===== src/velocity_pkg.sv =====
package velocity_pkg;

   // ----------------------------------------------------------------
   // sizes
   // ----------------------------------------------------------------
   localparam int CHANNELS = 4;
   localparam int COUNT_W  = 20;
   localparam int RESULT_W = 21;
   // doppler inputs, window, three strobes
   localparam int SYNC_W   = 8;

   // ----------------------------------------------------------------
   // preset values
   // ----------------------------------------------------------------
   localparam logic [COUNT_W-1:0] ALL_ONES      = 20'hFFFFF;
   // level left by the blocked clear ripple
   localparam logic [COUNT_W-1:0] PRESET_VALUE  = 20'hE18F5;
   // without inhibit the clear runs from stage 2 to the top
   localparam logic [COUNT_W-1:0] UNBLOCKED_KEEP = 20'h00001;
   localparam logic [COUNT_W-1:0] COUNT_ONE     = 20'h00001;
   localparam logic [COUNT_W-1:0] COUNT_RESET   = 20'h00000;
   // 923,894 once the window has opened
   localparam logic [COUNT_W-1:0] PRESET_COUNT  = 20'hE18F6;

   // ----------------------------------------------------------------
   // sync vector layout
   // ----------------------------------------------------------------
   localparam int SYNC_DOP_LSB = 0;
   localparam int SYNC_WIN     = 4;
   localparam int SYNC_INH     = 5;
   localparam int SYNC_ONES    = 6;
   localparam int SYNC_ZEROS   = 7;

   localparam logic [RESULT_W-1:0] RESULT_RESET = 21'h1FFFFF;
   localparam logic [CHANNELS-1:0] CHAN_RESET   = 4'h0;
   localparam logic [SYNC_W-1:0]   SYNC_RESET   = 8'h00;

endpackage


===== src/input_sync.sv =====
`timescale 1ns/1ps
module input_sync
   import velocity_pkg::*;
(
   input  wire logic                            clock,
   input  wire logic                            rst_n,
   input  wire logic [velocity_pkg::SYNC_W-1:0] async,
   output logic      [velocity_pkg::SYNC_W-1:0] synced
);
   import velocity_pkg::*;

   logic [SYNC_W-1:0] stage1_reg;

   // first stage feeds only the second
   always_ff @(posedge clock)
   begin
      if (!rst_n)
      begin
         stage1_reg <= SYNC_RESET;
         synced     <= SYNC_RESET;
      end
      else
      begin
         stage1_reg <= async;
         synced     <= stage1_reg;
      end
   end

endmodule


===== src/velocity_extract.sv =====
`timescale 1ns/1ps
module velocity_extract
   import velocity_pkg::*;
(
   input  wire logic                             clock,
   input  wire logic                             rst_n,
   input  wire logic [velocity_pkg::CHANNELS-1:0] shapedDopplerInput,
   input  wire logic                             velocityWindow,
   input  wire logic                             feedbackInhibitStrobe,
   input  wire logic                             presetOnesStrobe,
   input  wire logic                             presetZerosStrobe,
   output logic      [velocity_pkg::RESULT_W-1:0] resultChanA,
   output logic      [velocity_pkg::RESULT_W-1:0] resultChanB,
   output logic      [velocity_pkg::RESULT_W-1:0] resultChanC,
   output logic      [velocity_pkg::RESULT_W-1:0] resultChanD,
   output logic      [velocity_pkg::CHANNELS-1:0] startPhase
);
   import velocity_pkg::*;

   // ----------------------------------------------------------------
   // helpers
   // ----------------------------------------------------------------
   // doubling by relabel plus inverted end phase, then complemented
   function automatic logic [RESULT_W-1:0] assembleResult(
      input logic [COUNT_W-1:0] count,
      input logic               phaseLevel
   );
      assembleResult = ~{count, ~phaseLevel};
   endfunction

   // carry out of the top stage is simply lost
   function automatic logic [COUNT_W-1:0] bumpCount(input logic [COUNT_W-1:0] count);
      bumpCount = count + COUNT_ONE;
   endfunction

   // ----------------------------------------------------------------
   // input synchronisation
   // ----------------------------------------------------------------
   logic [SYNC_W-1:0]   rawIn;
   logic [SYNC_W-1:0]   syncIn;
   logic [CHANNELS-1:0] dopSync;
   logic [CHANNELS-1:0] dopPrev_reg;
   logic [CHANNELS-1:0] dopRise;
   logic                winSync;
   logic                winPrev_reg;
   logic                winRise;
   logic                winFall;
   logic                inhSync;
   logic                onesSync;
   logic                zerosSync;
   logic                presetActive;

   assign rawIn = {presetZerosStrobe, presetOnesStrobe, feedbackInhibitStrobe,
                   velocityWindow, shapedDopplerInput};

   // strobes take the pins' delay, so their order holds
   input_sync syncInputs (
      .clock  (clock),
      .rst_n  (rst_n),
      .async  (rawIn),
      .synced (syncIn)
   );

   assign dopSync      = syncIn[SYNC_DOP_LSB +: CHANNELS];
   assign winSync      = syncIn[SYNC_WIN];
   assign inhSync      = syncIn[SYNC_INH];
   assign onesSync     = syncIn[SYNC_ONES];
   assign zerosSync    = syncIn[SYNC_ZEROS];
   assign presetActive = onesSync | zerosSync;

   always_ff @(posedge clock)
   begin
      if (!rst_n)
      begin
         dopPrev_reg <= CHAN_RESET;
         winPrev_reg <= 1'b0;
      end
      else
      begin
         dopPrev_reg <= dopSync;
         winPrev_reg <= winSync;
      end
   end

   // limitation: levels shorter than one clock can be missed
   // gated count clock
   assign dopRise = dopSync & ~dopPrev_reg & {CHANNELS{winSync}};
   assign winRise = winSync & ~winPrev_reg;
   assign winFall = ~winSync & winPrev_reg;

   // ----------------------------------------------------------------
   // velocity counters, four channels
   // ----------------------------------------------------------------
   logic [COUNT_W-1:0]  counter_reg [CHANNELS];
   logic [RESULT_W-1:0] result_reg  [CHANNELS];

   always_ff @(posedge clock)
   begin
      if (!rst_n)
      begin
         for (int c = 0; c < CHANNELS; c++)
         begin
            counter_reg[c] <= COUNT_RESET;
         end
      end
      else
      begin
         for (int c = 0; c < CHANNELS; c++)
         begin
            if (onesSync)
            begin
               counter_reg[c] <= ALL_ONES;
            end
            else if (zerosSync)
            begin
               // inhibit stops the ripple at stages 3, 5, 12, 18
               if (inhSync)
               begin
                  counter_reg[c] <= counter_reg[c] & PRESET_VALUE;
               end
               else
               begin
                  counter_reg[c] <= counter_reg[c] & UNBLOCKED_KEEP;
               end
            end
            else if (winRise)
            begin
               counter_reg[c] <= bumpCount(counter_reg[c]);
            end
            else if (dopRise[c])
            begin
               counter_reg[c] <= bumpCount(counter_reg[c]);
            end
         end
      end
   end

   // ----------------------------------------------------------------
   // phase capture
   // ----------------------------------------------------------------
   // start phase
   always_ff @(posedge clock)
   begin
      if (!rst_n)
      begin
         startPhase <= CHAN_RESET;
      end
      else if (winRise)
      begin
         startPhase <= dopSync;
      end
   end

   // ----------------------------------------------------------------
   // result registers
   // ----------------------------------------------------------------
   // loaded once per window so readout sees a stable word
   // result held between windows
   always_ff @(posedge clock)
   begin
      if (!rst_n)
      begin
         for (int c = 0; c < CHANNELS; c++)
         begin
            result_reg[c] <= RESULT_RESET;
         end
      end
      else
      begin
         for (int c = 0; c < CHANNELS; c++)
         begin
            // relabel, complement, sign lands in bit 21
            // end level itself in bit 1
            if (winFall)
            begin
               result_reg[c] <= assembleResult(counter_reg[c], dopSync[c]);
            end
         end
      end
   end

   assign resultChanA = result_reg[0];
   assign resultChanB = result_reg[1];
   assign resultChanC = result_reg[2];
   assign resultChanD = result_reg[3];

   // ----------------------------------------------------------------
   // checks
   // ----------------------------------------------------------------
   for (genvar g = 0; g < CHANNELS; g++)
   begin : chk
      a_ones_preset: assert property (
         @(posedge clock) disable iff (!rst_n)
         onesSync |=> counter_reg[g] == ALL_ONES)
         else $error("preset-ones did not set all stages");

      a_zeros_blocked: assert property (
         @(posedge clock) disable iff (!rst_n)
         zerosSync && inhSync && !onesSync
         |=> counter_reg[g] == ($past(counter_reg[g]) & PRESET_VALUE))
         else $error("blocked clear ripple wrong");

      a_zeros_sequence: assert property (
         @(posedge clock) disable iff (!rst_n)
         onesSync ##1 (zerosSync && inhSync && !onesSync)
         |=> counter_reg[g] == PRESET_VALUE)
         else $error("preset sequence left wrong value");

      a_zeros_free: assert property (
         @(posedge clock) disable iff (!rst_n)
         zerosSync && !inhSync && !onesSync
         |=> counter_reg[g] == ($past(counter_reg[g]) & UNBLOCKED_KEEP))
         else $error("unblocked clear ripple wrong");

      a_window_bump: assert property (
         @(posedge clock) disable iff (!rst_n)
         winRise && !presetActive
         |=> counter_reg[g] == bumpCount($past(counter_reg[g])))
         else $error("window start did not add one");

      a_edge_count: assert property (
         @(posedge clock) disable iff (!rst_n)
         !presetActive && !winRise && winSync && dopSync[g] && !dopPrev_reg[g]
         |=> counter_reg[g] == bumpCount($past(counter_reg[g])))
         else $error("gated edge not counted");

      a_wrap_zero: assert property (
         @(posedge clock) disable iff (!rst_n)
         !presetActive && (winRise || dopRise[g]) && counter_reg[g] == ALL_ONES
         |=> counter_reg[g] == COUNT_RESET)
         else $error("counter did not wrap to zero");

      a_closed_hold: assert property (
         @(posedge clock) disable iff (!rst_n)
         !presetActive && !winSync |=> $stable(counter_reg[g]))
         else $error("counter moved while window closed");

      a_idle_hold: assert property (
         @(posedge clock) disable iff (!rst_n)
         !presetActive && !winRise && !dopRise[g] |=> $stable(counter_reg[g]))
         else $error("counter moved without an edge");

      a_start_phase: assert property (
         @(posedge clock) disable iff (!rst_n)
         winRise |=> startPhase[g] == $past(dopSync[g]))
         else $error("start phase not captured");

      a_result_word: assert property (
         @(posedge clock) disable iff (!rst_n)
         winFall |=> result_reg[g] == ~{$past(counter_reg[g]), ~$past(dopSync[g])})
         else $error("result word not complemented relabel");

      a_result_lsb: assert property (
         @(posedge clock) disable iff (!rst_n)
         winFall |=> result_reg[g][0] == $past(dopSync[g]))
         else $error("bit 1 does not follow end phase");

      a_result_hold: assert property (
         @(posedge clock) disable iff (!rst_n)
         !winFall |=> $stable(result_reg[g]))
         else $error("result changed outside window end");

      a_reset_clear: assert property (
         @(posedge clock)
         !rst_n |=> counter_reg[g] == COUNT_RESET && result_reg[g] == RESULT_RESET)
         else $error("reset did not clear channel");

      a_preset_start: assert property (
         @(posedge clock) disable iff (!rst_n)
         winRise && !presetActive && counter_reg[g] == PRESET_VALUE
         |=> counter_reg[g] == PRESET_COUNT)
         else $error("window did not start from preset count");

      a_zeros_lower: assert property (
         @(posedge clock) disable iff (!rst_n)
         zerosSync && !onesSync
         |=> (counter_reg[g] & ~$past(counter_reg[g])) == COUNT_RESET)
         else $error("clear ripple raised a stage");

      a_outside_edge: assert property (
         @(posedge clock) disable iff (!rst_n)
         !presetActive && !winSync && dopSync[g] && !dopPrev_reg[g]
         |=> $stable(counter_reg[g]))
         else $error("edge outside window was counted");

      a_result_sign: assert property (
         @(posedge clock) disable iff (!rst_n)
         winFall |=> result_reg[g][RESULT_W-1] == ~$past(counter_reg[g][COUNT_W-1]))
         else $error("sign bit not in top result bit");

      a_result_double: assert property (
         @(posedge clock) disable iff (!rst_n)
         winFall |=> result_reg[g][RESULT_W-1:1] == ~$past(counter_reg[g]))
         else $error("count not relabelled into bits 2 to 21");

      a_phase_hold: assert property (
         @(posedge clock) disable iff (!rst_n)
         !winRise |=> $stable(startPhase[g]))
         else $error("start phase moved outside window start");
   end

endmodule


===== config.mk =====
export PLATFORM = sky130hd
export DESIGN_NAME = velocity_extract
export DESIGN_NICKNAME = d
export VERILOG_FILES = /design/src/velocity_pkg.sv /design/src/input_sync.sv /design/src/velocity_extract.sv
export SDC_FILE = /design/constraint.sdc
export NUM_CORES = 1
export LEC_CHECK = 0
export BUFFER_PORTS_ARGS = -buffer_cell sky130_fd_sc_hd__buf_2
export CORE_UTILIZATION = 63
export CTS_CLUSTER_DIAMETER = 200
export DETAILED_ROUTE_END_ITERATION = 10
export GPL_ROUTABILITY_DRIVEN = 0
export HOLD_SLACK_MARGIN = 0.1
export PLACE_DENSITY_LB_ADDON = 0.25
export SLEW_MARGIN = 20
export SYNTH_ARGS = -nofsm -noshare
export SYNTH_HDL_FRONTEND = slang
export SYNTH_SLANG_ARGS = --single-unit

===== constraint.sdc =====
create_clock -name clock -period 19.4 [get_ports clock]
set_input_delay 0 -clock clock [delete_from_list [all_inputs] [get_ports clock]]
set_output_delay 0 -clock clock [all_outputs]
set_load 0.05 [all_outputs]

==> run_results.csv <==
group,metric,value,unit
pwr,p_comb_share,5.2,%
hold_path,hold_start,"syncInputs.stage1_reg[5]$_SDFF_PN0_",
timing,finalCritPeriodShare,12.44,%
timing,final.setup.tns,0,ns
timing,min_period,2.413,ns
floorplan,start_util,65.57,%
critical_path,regToRegSetupSlack,16.99,ns
pwr,switching_share,23.54,%
critical_path,r2r-start,"winPrev_reg$_SDFF_PN0_",
grt,track_usage,27.18,%
critical_path,required,19.46,ns
pwr,seqPwrFrac,55.8,%
routing,firstDrtPassIters,6,
placed_design,place.port_buffers,97,
grt,antenna_found_initial,0,
floorplan,die_height,117.5,um
timing,slew_viol_final,0,
clocking,cts.sinks,189,
critical_path,slowest_stage,"buf_4",
yosys,synth.avg_cell_area,11.91,um^2
timing,whs,0.4353,ns
layout,synthToLayoutAreaGrowth,15.92,%
critical_path,crit_arrival,2.47,ns
placed_design,dp_slack,17.02,ns
grt,grt_pass1_vias,5817,
layout,instances_no_fill,992,
run_status,status,"finished, final reports clean",
clocking,root_buffer,"clkbuf_16",
timing,fin_ws,16.99,ns
floorplan,num_io_pins,98,
timing,worst_pin_slew,1.006,ns
clocking,cts_setup_buffers,0,
pwr,clockPowerShare,39.1,%
routing,viasPerCell,6.076,
pwr,power_leakage,0.003061,uW
layout,drive_gt1_share,18.41,%
clocking,clk_path_buf_depth,2,
critical_path,cpLargestDelayFamily,"buffers and inverters",
routing,vias,6027,
layout,final_cell_mix,"164 x edfxtp_1, 128 x nand2_1, 97 x buf_2",
yosys,yosysWarnings,0,
grt,grt_max_degree,72,
critical_path,path_class,"reg -> reg",
critical_path,rr_worst_depth,3,
grt,grt_overflow,0,
yosys,ys_seq_area_share,64.51,%
timing,finClkSkew,0.007257,ns
timing,max_slew_margin,32.92,%
hold_path,whs_path_depth,1,
critical_path,rr_endpoint,"result_reg[1][10]$_SDFFCE_PN1P_",
clocking,cts_buffers,17,
grt,grt_pass1_wl,29.26,mm
yosys,synthFlopType,"edfxtp_1",
job,maxCapViolCount,0,
floorplan,core-area,12820,um^2
critical_path,cp_num_buf_inv,2,
clocking,tritoncts,"yes",
placed_design,place_inst,943,
yosys,synth_cells,706,
yosys,synthesis.nets,720,
floorplan,rows,41,
floorplan,die_w,117.5,um
pwr,p_sw,204.5,uW
pwr,ir_drop,0.00006561,V
yosys,synth_cell_types,48,
clocking,clkLatencyLatePin,0.44,ns
critical_path,critPathMaxFanout,71,
routing,routed_wl,17.75,mm
placed_design,hpwl,11.02,mm
yosys,synth.ff_latch_count,189,
pwr,p_int,664.4,uW
critical_path,path_cells,"inv_1, o21ai_4, buf_4",
critical_path,startpoint_type,"flip-flop",
yosys,synth_edf_count,164,
clocking,cts.reportedPaths.clkPinSlew,0.07,ns
layout,largest_reg_flops,84,
critical_path,cpPeakStageDelay,0.79,ns
timing,fmax,414.5,MHz
routing,wire_per_inst,17.90,um
pwr,fin_total_pwr,868.9,uW
pwr,power_density,89.13,nW/um^2
layout,diodes,0,
critical_path,endpoint_kind,"flip-flop",
routing,ant_nets,0,
routing,drc,0,
timing,rsz0062_at_grt,"false",
timing,setup_viol,0,
layout,final_common_cell,"edfxtp_1",
yosys,netlist_area,8409,um^2
hold_path,hold_path_class,"reg -> reg",
floorplan,die_area,13810,um^2
layout,nNetsFinal,821,
clocking,cts_max_level,4,
routing,drtIter0Drc,673,
hold_path,hold_end,"syncInputs.synced[5]$_SDFF_PN0_",
timing,hold_viol_final,0,
yosys,async_flop_share,0,%
-- cell families (layout without fill, tap and decap cells) --
| group | count (synthesis) | count (layout) | share of synthesized area [%] |
|---|---|---|---|
| xor gates and xnor gates | 49 | 49 | 5.103 |
| DFF | 189 | 189 | 64.51 |
| and+or+nand+nor | 319 | 319 | 20.27 |
| adders and majority gates | 4 | 4 | 0.5952 |
| muxes | 4 | 4 | 0.4761 |
| AOI/OAI and AO/OA | 95 | 95 | 6.755 |
| buffers and inverters | 46 | 160 | 2.291 |
-- synth_stat cells (12+ instances only) --
master	number	area share, %
edfxtp_1	164	59
nand2_1	128	5.7
o21ai_0	55	3.3
nand3_1	50	3.0
xnor2_1	29	3.0
dfxtp_1	25	6.0
and2_1	23	1.7
xor2_1	20	2.1
clkbuf_1	19	0.85
nand4_1	17	1.3
buf_2	15	0.89
o211ai_1	14	1.2
nor2_1	13	0.58
nand2b_1	12	0.89
nor3_1	12	0.71
-- worst reg2reg max path: cells and delay by family (launching register included) --
family,cells,cell delay (ns)
DFF,1,0.58
buffers and inverters,2,0.97
AOI/OAI and AO/OA,1,0.43
-- worst max-delay path by stage --
stage,start,end,slack (ns),cells after the start
3_3_place_gp,winPrev_reg$_SDFF_PN0_,result_reg[2][10]$_SDFFCE_PN1P_,17.13,3
5_1_grt,rst_n,counter_reg[0][15]$_SDFFCE_PN0P_,16.70,6
3_5_place_dp,winPrev_reg$_SDFF_PN0_,result_reg[2][8]$_SDFFCE_PN1P_,17.02,3
6_report,winPrev_reg$_SDFF_PN0_,result_reg[1][10]$_SDFFCE_PN1P_,16.99,3
4_1_cts,winPrev_reg$_SDFF_PN0_,result_reg[1][10]$_SDFFCE_PN1P_,16.99,3
2_1_floorplan,winPrev_reg$_SDFF_PN0_,result_reg[0][0]$_SDFFCE_PN1P_,12.28,3
-- routing by layer --
metal  up-vias  global-route usage (%)  share of wire, %
li1       2806                       -                 -
met1      2899                   35.46                40
met3        34                   4.845               6.8
met5         -                       0                 0
met2       288                   44.90                51
met4         0                   11.94               2.2
-- power by group through the flow --
stage | Clock, uW | Sequential [uW] | Combinational [uW]
after floorplan | 0 | 490 | 29.4
after global placement | 0 | 491 | 39.2
after detailed placement | 0 | 492 | 41.3
after CTS | 340 | 484 | 44.6
after global routing | 357 | 487 | 49.6
final | 339 | 485 | 45.0
-- stage by stage --
| step | utilization, % | instance area, um^2 |
|---|---|---|
| after CTS | 76.01 | 9748 |
| after detailed placement | 70.19 | 9001 |
| after floorplan | - | 8409 |
| after global placement | 70.19 | 9001 |
| final | 76.01 | 9748 |
| after global routing | 76.01 | 9748 |
-- repair_timing --
action                                  4_1_cts  5_1_grt
gates resized for setup                       0        0
endpoints found under the hold margin        25        0
hold buffers                                 17        0
endpoints found under the setup margin        0        0
-- area by class of cell --
cell class              count  area [um^2]
flip-flops and latches    189         5425
inverters                  10        37.54
multi-input cells         471         2808
fillers                   815         3077
clock inverters            12        76.32
well taps                 172        215.2
repair buffers            118        685.7
clock buffers              20        500.5
(Power assumes the default switching activity.)
